==> config.mk <==
export PLATFORM = sky130hd
export DESIGN_NAME = rps_top
export DESIGN_NICKNAME = d
export VERILOG_FILES = /design/src/rps_pkg.sv /design/src/rps_sync.sv /design/src/rps_top.sv
export SDC_FILE = /design/constraint.sdc
export NUM_CORES = 1
export LEC_CHECK = 0
export BUFFER_PORTS_ARGS = -buffer_cell sky130_fd_sc_hd__buf_2
export CORE_MARGIN = 10
export CORE_UTILIZATION = 30
export DETAILED_ROUTE_END_ITERATION = 8
export GPL_ROUTABILITY_DRIVEN = 0
export HOLD_SLACK_MARGIN = 0.02
export PLACE_DENSITY = 0.53
export SYNTH_ARGS = -nofsm -noshare
export SYNTH_HDL_FRONTEND = slang
export SYNTH_HIERARCHICAL = 1
export SYNTH_SLANG_ARGS = --single-unit
==> constraint.sdc <==
create_clock -name i_clk -period 2.1 [get_ports i_clk]
set_input_delay 0.525 -clock i_clk [delete_from_list [all_inputs] [get_ports i_clk]]
set_output_delay 0.525 -clock i_clk [all_outputs]
set_load 0.01 [all_outputs]
==> src/rps_pkg.sv <==
package rps_pkg;

    // ------------------------------------------------------------
    // Strap capture
    // ------------------------------------------------------------
    localparam int ADDR_W           = 3;
    localparam int ADDR_BIT0        = 0;
    localparam int ADDR_BIT1        = 1;
    localparam int ADDR_BIT2        = 2;
    localparam int BCR_ISOLATE_BIT  = 10;
    localparam int BCR_W            = 16;
    localparam int CAPTURE_DELAY    = 3;
    localparam logic [1:0] CAP_CNT_RST = 2'h0;

    // ------------------------------------------------------------
    // Reference clock
    // ------------------------------------------------------------
    localparam int    CLK_MHZ        = 200;
    localparam int    REFCLK_MHZ     = 50;
    localparam int    REFCLK_HALF    = CLK_MHZ / (2 * REFCLK_MHZ);
    localparam int    DIV_W          = 4;
    localparam logic [3:0] DIV_RST   = 4'h0;

    // ------------------------------------------------------------
    // Synchroniser
    // ------------------------------------------------------------
    localparam logic [2:0] SYNC_RST_LO = 3'h0;
    localparam logic [2:0] SYNC_RST_HI = 3'h7;

    typedef enum {
        RPS_ST_RESET,
        RPS_ST_CAPTURE,
        RPS_ST_RUN
    } rps_state_t;

    typedef struct packed {
        logic [ADDR_W-1:0] phy_addr;
        logic              duplex;
        logic              cfg_bit0;
        logic              cfg_bit2;
        logic              bcast_disable;
        logic              isolate;
        logic              nand_tree_n;
    } rps_straps_t;

    localparam rps_straps_t STRAPS_RST = '{phy_addr: 3'h1, duplex: 1'b1, cfg_bit0: 1'b0,
                                           cfg_bit2: 1'b0, bcast_disable: 1'b0, isolate: 1'b0,
                                           nand_tree_n: 1'b1};

    typedef struct packed {
        logic       crs_dv;
        logic [1:0] rxd;
        logic       rx_er;
    } rps_rx_t;

    typedef struct packed {
        logic       tx_en;
        logic [1:0] txd;
    } rps_tx_t;

endpackage

==> src/rps_sync.sv <==
`timescale 1ns/1ps
`default_nettype none
module rps_sync #(
    parameter logic RST_VAL = 1'b0
) (
    input  wire logic i_clk,
    input  wire logic i_nrst,
    input  wire logic i_ce,
    input  wire logic i_async,
    output logic      o_level,
    output logic      o_rise,
    output logic      o_fall
);
    // ------------------------------------------------------------
    // Three stage synchroniser with agreement filter
    // ------------------------------------------------------------
    logic [2:0] stage;
    logic [2:0] next_stage;
    logic       level;
    logic       next_level;

    always_comb
    begin
        next_stage = stage;
        next_level = level;
        if (i_ce)
        begin
            next_stage = {stage[1:0], i_async};
            if (stage[1] == stage[2])
            begin
                next_level = stage[2];
            end
        end
    end

    always_ff @(posedge i_clk or negedge i_nrst)
    begin
        if (!i_nrst)
        begin
            stage <= RST_VAL ? rps_pkg::SYNC_RST_HI : rps_pkg::SYNC_RST_LO;
            level <= RST_VAL;
        end
        else
        begin
            stage <= next_stage;
            level <= next_level;
        end
    end

    assign o_level = level;
    assign o_rise  = i_ce && (stage[1] == stage[2]) && stage[2] && !level;
    assign o_fall  = i_ce && (stage[1] == stage[2]) && !stage[2] && level;
endmodule
`default_nettype wire

==> src/rps_top.sv <==
// What this block does
// [RULE_01] Address strap bit 0 pin captured as PHY address bit 0 at reset release.
// [RULE_02] Address strap bit 1 pin captured as PHY address bit 1 at reset release.
// [RULE_03] RXD1 pin captured as address bit 2, then drives receive data bit 1.
// [RULE_04] RXD0 pin captured as duplex, then drives receive data bit 0.
// [RULE_05] CRS_DV pin captured as config bit 2, then drives CRS_DV.
// [RULE_06] Dedicated config strap pin captured as config bit 0 at reset release.
// [RULE_07] In 25 MHz mode, generate and drive a 50 MHz reference clock.
// [RULE_08] In 50 MHz mode, never drive the reference clock pin.
// [RULE_09] Surroundings supply a 25 MHz clock on the clock input in 25 MHz mode.
// [RULE_10] Reference clock pin captured as broadcast-off setting at reset release.
// [RULE_11] RXER pin captured as isolate, then drives receive error.
// [RULE_12] Interrupt pin is open-drain, driven low only when interrupt is requested.
// [RULE_13] Interrupt pin captured as NAND-tree mode setting at reset release.
// [RULE_14] MAC drives TXEN, TXD0 and TXD1 into the device.
// [RULE_15] Management master drives MDC; MDIO is open-drain and synchronous to MDC.
// [RULE_16] Strap pins are inputs only during reset, outputs otherwise. Code: refclk driven only in 25 MHz mode, interrupt only on request.
// [RULE_17] High broadcast-off makes address 0 unique; low makes it broadcast.
// [RULE_18] High isolate strap enables isolate; value loads control register bit 10.
// [RULE_19] Low NAND-tree strap enables NAND-tree mode; high disables it.
// [RULE_20] Captured straps hold until the next reset whatever the pins do.
`timescale 1ns/1ps
`default_nettype none
module rps_top #(
    parameter int ADDR_W = rps_pkg::ADDR_W
) (
    input  wire logic                          i_clk,
    input  wire logic                          i_nrst,
    input  wire logic                          i_ce,
    input  wire logic                          i_mode_50mhz,
    input  wire logic                          i_addr_strap_bit0,
    input  wire logic                          i_addr_strap_bit1,
    input  wire logic                          i_cfg_strap_bit0,
    input  wire logic                          i_rxd1_in,
    output logic                               o_rxd1_out,
    output logic                               o_rxd1_oe,
    input  wire logic                          i_rxd0_in,
    output logic                               o_rxd0_out,
    output logic                               o_rxd0_oe,
    input  wire logic                          i_crs_dv_in,
    output logic                               o_crs_dv_out,
    output logic                               o_crs_dv_oe,
    input  wire logic                          i_refclk_in,
    output logic                               o_refclk_out,
    output logic                               o_refclk_oe,
    input  wire logic                          i_rx_er_in,
    output logic                               o_rx_er_out,
    output logic                               o_rx_er_oe,
    input  wire logic                          i_irq_out_n_in,
    output logic                               o_irq_out_n_out,
    output logic                               o_irq_out_n_oe,
    input  wire rps_pkg::rps_rx_t              i_rx,
    input  wire logic                          i_irq_req,
    input  wire rps_pkg::rps_tx_t              i_tx,
    output rps_pkg::rps_tx_t                   o_tx,
    input  wire logic                          i_mdc,
    input  wire logic                          i_mdio_in,
    input  wire logic                          i_mdio_drive_low,
    output logic                               o_mdio_out,
    output logic                               o_mdio_oe,
    output logic                               o_mdc_level,
    output logic                               o_mdc_rise,
    output logic                               o_mdio_level,
    output rps_pkg::rps_straps_t               o_straps,
    output logic [ADDR_W-1:0]                  o_mgmt_phy_address,
    output logic                               o_addr0_broadcast,
    output logic                               o_isolate_en,
    output logic                               o_nand_tree_en,
    output logic [rps_pkg::BCR_W-1:0]          o_bcr_strap_bits,
    output logic                               o_run
);
    // ------------------------------------------------------------
    // Pin synchronisers
    // ------------------------------------------------------------
    localparam int NSYNC = 12;
    localparam logic [NSYNC-1:0] SYNC_INIT = 12'h0;

    logic [NSYNC-1:0] raw;
    logic [NSYNC-1:0] lvl;
    logic [NSYNC-1:0] rise;

    assign raw = {i_mdio_in, i_mdc, i_irq_out_n_in, i_rx_er_in, i_refclk_in, i_crs_dv_in,
                  i_rxd0_in, i_rxd1_in, i_cfg_strap_bit0, i_addr_strap_bit1, i_addr_strap_bit0,
                  i_mode_50mhz};

    genvar g;
    generate
        for (g = 0; g < NSYNC; g++)
        begin : g_sync
            rps_sync #(
                .RST_VAL (SYNC_INIT[g])
            ) u_sync (
                .i_clk   (i_clk),
                .i_nrst  (i_nrst),
                .i_ce    (i_ce),
                .i_async (raw[g]),
                .o_level (lvl[g]),
                .o_rise  (rise[g]),
                .o_fall  ()
            );
        end
    endgenerate

    // ------------------------------------------------------------
    // Capture sequencer
    // ------------------------------------------------------------
    rps_pkg::rps_state_t  state;
    rps_pkg::rps_state_t  next_state;
    logic [1:0]           cap_cnt;
    logic [1:0]           next_cap_cnt;
    rps_pkg::rps_straps_t straps;
    rps_pkg::rps_straps_t next_straps;
    logic                 mode_50;
    logic                 next_mode_50;

    always_comb
    begin
        next_state   = state;
        next_cap_cnt = cap_cnt;
        next_straps  = straps;
        next_mode_50 = mode_50;
        if (i_ce)
        begin
            case (state)
                rps_pkg::RPS_ST_RESET:
                begin
                    next_state = rps_pkg::RPS_ST_CAPTURE;
                end
                rps_pkg::RPS_ST_CAPTURE:
                begin
                    next_cap_cnt = cap_cnt + 2'h1;
                    if (cap_cnt == 2'(rps_pkg::CAPTURE_DELAY))
                    begin
                        next_straps.phy_addr[rps_pkg::ADDR_BIT0] = lvl[1];   // see [RULE_01]
                        next_straps.phy_addr[rps_pkg::ADDR_BIT1] = lvl[2];   // see [RULE_02]
                        next_straps.cfg_bit0      = lvl[3];                   // see [RULE_06]
                        next_straps.phy_addr[rps_pkg::ADDR_BIT2] = lvl[4];   // see [RULE_03]
                        next_straps.duplex        = lvl[5];                   // see [RULE_04]
                        next_straps.cfg_bit2      = lvl[6];                   // see [RULE_05]
                        next_straps.bcast_disable = lvl[7];                   // see [RULE_10]
                        next_straps.isolate       = lvl[8];                   // see [RULE_11]
                        next_straps.nand_tree_n   = lvl[9];                   // see [RULE_13]
                        next_mode_50              = lvl[0];
                        next_state                = rps_pkg::RPS_ST_RUN;
                    end
                end
                rps_pkg::RPS_ST_RUN:
                begin
                    next_state = rps_pkg::RPS_ST_RUN;                         // see [RULE_20]
                end
                default:
                begin
                    next_state = rps_pkg::RPS_ST_RESET;
                end
            endcase
        end
    end

    always_ff @(posedge i_clk or negedge i_nrst)
    begin
        if (!i_nrst)
        begin
            state   <= rps_pkg::RPS_ST_RESET;
            cap_cnt <= rps_pkg::CAP_CNT_RST;
            straps  <= rps_pkg::STRAPS_RST;
            mode_50 <= 1'b0;
        end
        else
        begin
            state   <= next_state;
            cap_cnt <= next_cap_cnt;
            straps  <= next_straps;
            mode_50 <= next_mode_50;
        end
    end

    // ------------------------------------------------------------
    // Reference clock divider
    // ------------------------------------------------------------
    logic [rps_pkg::DIV_W-1:0] div_cnt;
    logic [rps_pkg::DIV_W-1:0] next_div_cnt;
    logic                      refclk;
    logic                      next_refclk;
    logic                      run;

    assign run = (state == rps_pkg::RPS_ST_RUN);

    always_comb
    begin
        next_div_cnt = div_cnt;
        next_refclk  = refclk;
        if (i_ce && run && !mode_50)                                          // see [RULE_07]
        begin
            if (div_cnt == rps_pkg::DIV_W'(rps_pkg::REFCLK_HALF - 1))
            begin
                next_div_cnt = rps_pkg::DIV_RST;
                next_refclk  = !refclk;
            end
            else
            begin
                next_div_cnt = div_cnt + 4'h1;
            end
        end
    end

    always_ff @(posedge i_clk or negedge i_nrst)
    begin
        if (!i_nrst)
        begin
            div_cnt <= rps_pkg::DIV_RST;
            refclk  <= 1'b0;
        end
        else
        begin
            div_cnt <= next_div_cnt;
            refclk  <= next_refclk;
        end
    end

    // ------------------------------------------------------------
    // Pin outputs
    // ------------------------------------------------------------
    rps_pkg::rps_rx_t rx_q;
    rps_pkg::rps_rx_t next_rx_q;
    logic             irq_q;
    logic             next_irq_q;

    always_comb
    begin
        next_rx_q  = rx_q;
        next_irq_q = irq_q;
        if (i_ce)
        begin
            next_rx_q  = run ? i_rx : '0;
            next_irq_q = run && i_irq_req;
        end
    end

    always_ff @(posedge i_clk or negedge i_nrst)
    begin
        if (!i_nrst)
        begin
            rx_q  <= '0;
            irq_q <= 1'b0;
        end
        else
        begin
            rx_q  <= next_rx_q;
            irq_q <= next_irq_q;
        end
    end

    assign o_rxd1_out      = rx_q.rxd[1];                                    // see [RULE_03]
    assign o_rxd1_oe       = run;                                             // see [RULE_16]
    assign o_rxd0_out      = rx_q.rxd[0];                                    // see [RULE_04]
    assign o_rxd0_oe       = run;                                             // see [RULE_16]
    assign o_crs_dv_out    = rx_q.crs_dv;                                    // see [RULE_05]
    assign o_crs_dv_oe     = run;                                             // see [RULE_16]
    assign o_rx_er_out     = rx_q.rx_er;                                     // see [RULE_11]
    assign o_rx_er_oe      = run;                                             // see [RULE_16]
    assign o_refclk_out    = refclk;                                          // see [RULE_07]
    assign o_refclk_oe     = run && !mode_50;                                 // see [RULE_08]
    assign o_irq_out_n_out = 1'b0;                                            // see [RULE_12]
    assign o_irq_out_n_oe  = irq_q;                                           // see [RULE_12]
    assign o_tx            = i_tx;                                            // see [RULE_14]
    assign o_mdio_out      = 1'b0;                                            // see [RULE_15]
    assign o_mdio_oe       = run && i_mdio_drive_low;                         // see [RULE_15]
    assign o_mdc_level     = lvl[10];                                         // see [RULE_15]
    assign o_mdc_rise      = rise[10];
    assign o_mdio_level    = lvl[11];
    assign o_run           = run;

    // ------------------------------------------------------------
    // Decoded settings
    // ------------------------------------------------------------
    always_comb
    begin
        o_bcr_strap_bits = '0;
        o_bcr_strap_bits[rps_pkg::BCR_ISOLATE_BIT] = straps.isolate;          // see [RULE_18]
    end

    assign o_straps           = straps;
    assign o_mgmt_phy_address = straps.phy_addr;
    assign o_addr0_broadcast  = !straps.bcast_disable;                        // see [RULE_17]
    assign o_isolate_en       = straps.isolate;                               // see [RULE_18]
    assign o_nand_tree_en     = !straps.nand_tree_n;                          // see [RULE_19]

    // ------------------------------------------------------------
    // Checks
    // ------------------------------------------------------------
    a_straps_hold: assert property (@(posedge i_clk) disable iff (!i_nrst) // see [RULE_20]
        $past(run) && run |-> $stable(straps))
        else $error("straps changed after capture");
    a_addr0_capture: assert property (@(posedge i_clk) disable iff (!i_nrst) // see [RULE_01]
        $rose(run) |-> straps.phy_addr[0] == $past(lvl[1]))
        else $error("address bit 0 not captured");
    a_addr1_capture: assert property (@(posedge i_clk) disable iff (!i_nrst) // see [RULE_02]
        $rose(run) |-> straps.phy_addr[1] == $past(lvl[2]))
        else $error("address bit 1 not captured");
    a_addr2_capture: assert property (@(posedge i_clk) disable iff (!i_nrst) // see [RULE_03]
        $rose(run) |-> straps.phy_addr[2] == $past(lvl[4]))
        else $error("address bit 2 not captured");
    a_duplex_capture: assert property (@(posedge i_clk) disable iff (!i_nrst) // see [RULE_04]
        $rose(run) |-> straps.duplex == $past(lvl[5]))
        else $error("duplex not captured");
    a_cfg_capture: assert property (@(posedge i_clk) disable iff (!i_nrst) // see [RULE_05]
        $rose(run) |-> straps.cfg_bit2 == $past(lvl[6]) && straps.cfg_bit0 == $past(lvl[3]))
        else $error("config bits not captured");
    a_bcast_capture: assert property (@(posedge i_clk) disable iff (!i_nrst) // see [RULE_10]
        $rose(run) |-> straps.bcast_disable == $past(lvl[7]))
        else $error("broadcast-off not captured");
    a_iso_capture: assert property (@(posedge i_clk) disable iff (!i_nrst) // see [RULE_11]
        $rose(run) |-> straps.isolate == $past(lvl[8]) && o_bcr_strap_bits[10] == straps.isolate)
        else $error("isolate not captured");
    a_nand_capture: assert property (@(posedge i_clk) disable iff (!i_nrst) // see [RULE_13]
        $rose(run) |-> o_nand_tree_en == !$past(lvl[9]))
        else $error("nand tree not captured");
    a_refclk_off: assert property (@(posedge i_clk) disable iff (!i_nrst) // see [RULE_08]
        mode_50 |-> !o_refclk_oe)
        else $error("refclk driven in 50 MHz mode");
    a_refclk_toggle: assert property (@(posedge i_clk) disable iff (!i_nrst) // see [RULE_07]
        (i_ce && run && !mode_50)[*2] |=> refclk != $past(refclk, 2))
        else $error("refclk not 50 MHz");
    a_strap_input: assert property (@(posedge i_clk) disable iff (!i_nrst) // see [RULE_16]
        !run |-> !o_rxd1_oe && !o_rxd0_oe && !o_crs_dv_oe && !o_rx_er_oe && !o_irq_out_n_oe)
        else $error("strap pin driven before run");
    a_irq_drain: assert property (@(posedge i_clk) disable iff (!i_nrst) // see [RULE_12]
        i_ce && run && i_irq_req |=> o_irq_out_n_oe && !o_irq_out_n_out)
        else $error("interrupt not pulled low");
endmodule
`default_nettype wire

==> impl_metrics.env <==
export IMPL_status="completed"
export IMPL_antenna_found_initial=0
export IMPL_clkLatencyLatePin_ns=0.35
export IMPL_dieWidth_um=123
export IMPL_rsz0062_at_grt="false"
export IMPL_start_kind="flop"
export IMPL_finalNonFillerCells=452
export IMPL_met2_usage_pct=11.3
export IMPL_ant_nets=0
export IMPL_utilization_pct=35.7
export IMPL_drc_errors=0
export IMPL_crit_fanout=9
export IMPL_final_common_cell="dfrtp_1"
export IMPL_cts_root_buf="clkbuf_8"
export IMPL_hp_class="in2reg"
export IMPL_end_kind="output port"
export IMPL_fin_nets=339
export IMPL_ys_warn_count=6
export IMPL_fillers=1031
export IMPL_drt_wirelength_per_cell_um=12.6
export IMPL_irDropWorstVdd_mv=0.573
export IMPL_layout_common_cells="dfrtp_1 (69), buf_2 (50), mux2_2 (37)"
export IMPL_grt_pass1_wl_um=9550
export IMPL_dieArea_um2=15200
export IMPL_p_per_area_nw_per_um2=1130
export IMPL_use_met1_pct=9.85
export IMPL_drt_first_pass_iters=4
export IMPL_io_buffer_count=52
export IMPL_worstHoldPathCells=2
export IMPL_finalClockSkew_ns=0.0115
export IMPL_synthCells=258
export IMPL_drt_first_iter_violations=96
export IMPL_synth_area_per_cell_um2=12.4
export IMPL_dp_slack_ns=0.448
export IMPL_multi_input_area_um2=1130
export IMPL_min_from="i_addr_strap_bit1"
export IMPL_p_leak_uw=0.00172
export IMPL_hold_viol=0
export IMPL_fin_setup_tns_ns=0
export IMPL_initial_core_util_pct=30.8
export IMPL_cp_arrival_ns=1.41
export IMPL_cts_buffers=9
export IMPL_cap_violations=0
export IMPL_required_ns=1.57
export IMPL_clock_fmax_ghz=0.516
export IMPL_synth_cell_area_um2=3200
export IMPL_coreArea_um2=10400
export IMPL_layout_min_cycle_time_ns=1.94
export IMPL_n_antenna_cell=0
export IMPL_syn_to_final_growth_pct=15.7
export IMPL_grt_overflow_total=0
export IMPL_reg2reg_depth=6
export IMPL_grt_pass1_vias=1974
export IMPL_track_usage_pct=7.90
export IMPL_clkSlewWorstSetupHoldPaths_ns=0.08
export IMPL_seqCellArea_um2=1810
export IMPL_vias=1924
export IMPL_grt_max_degree=43
export IMPL_cts_tree="built"
export IMPL_grt_busiest_layer="met2"
export IMPL_holdPathEnd="g_sync[2].u_sync/stage[0]"
export IMPL_rr_endpoint="div_cnt[3]"
export IMPL_drt_vias_per_instance=4.26
export IMPL_r2r_start="state[0]"
export IMPL_fp_dieH_um=123
export IMPL_use_met3_pct=4.51
export IMPL_drt_wl_total_um=5690
export IMPL_cts_buffer_depth=2
export IMPL_final_max_slew_viol_count=0
export IMPL_dp_cells=435
export IMPL_drive_above_1_share_pct=41.1
export IMPL_worst_slack_ns=0.162
export IMPL_r2r_slack_ns=0.58
export IMPL_h_tree_depth=3
export IMPL_ios=76
export IMPL_rows=37
export IMPL_cts_sinks=72
export IMPL_finalSetupViolCount=0
export IMPL_place_hpwl_um=4060
export IMPL_crit_type="reg2out"
export IMPL_fin_crit_sh_pct=92.3
## where the power goes
part / leakage, µW / switching, µW / total (µW) / internal (µW)
sequential: 0.000864 / 260 / 2030 / 1770
combinational: 0.000773 / 594 / 1190 / 595
clock: 0.0000824 / 524 / 956 / 432
## metrics by stage
step,hold slack (ns),power [µW],instance area [µm²]
final,0.403,4180,3700
after global routing,0.380,4530,3700
after CTS,0.379,4270,3700
after detailed placement,0.396,3280,3510
after global placement,0.395,3230,3510
after floorplan,0.229,2900,3260
## registers in the layout, indices dropped and copies added, names as in the netlist
register	cells
cap_cnt	2
g_sync.u_sync/o_level	12
state	2
o_irq_out_n_oe	1
o_crs_dv_out	1
o_rxd1_out	1
o_straps	5
o_rx_er_out	1
o_refclk_out	1
div_cnt	4
g_sync.u_sync/stage	36
mode_50	1
o_mgmt_phy_address	3
o_rxd0_out	1
o_isolate_en	1
## area by class of cell
type	count	area share [%]
well taps	136	4.60
multi-input cells	148	30.5
flip-flops and latches	72	48.8
inverters	22	2.23
clock inverters	6	1.25
repair buffers	58	9.13
clock buffers	10	3.45
## worst max-delay path by stage
stage	startpoint	to	slack, ns	cells after the start
6_report	state[0]	o_refclk_oe	0.16	4
5_1_grt	state[0]	o_refclk_oe	0.05	4
4_1_cts	state[0]	o_refclk_oe	0.05	4
3_5_place_dp	state[0]	o_refclk_oe	0.45	4
3_3_place_gp	i_ce	g_sync[2].u_sync/stage[0]	0.48	3
2_1_floorplan	state[0]	o_refclk_oe	0.48	4
## critical path, stage by stage (launching register included)
cell and delay [ns]:
dfrtp_1 0.40, inv_1 0.10, ha_2 0.26, and2b_1 0.17, buf_2 0.14
## per-layer routing
layer  vias to the layer above  wire length, µm
met4                         0               37
met2                        68             2380
met3                         6              748
li1                        934                -
met5                         -                0
met1                       916             2520
## repair_timing
item	CTS	global route
setup buffers	0	0
hold endpoints to repair	13	0
hold buffers	1	0
setup endpoints to repair	0	1
resized for setup	0	1
No activity file was read; power rests on OpenSTA's default activity.
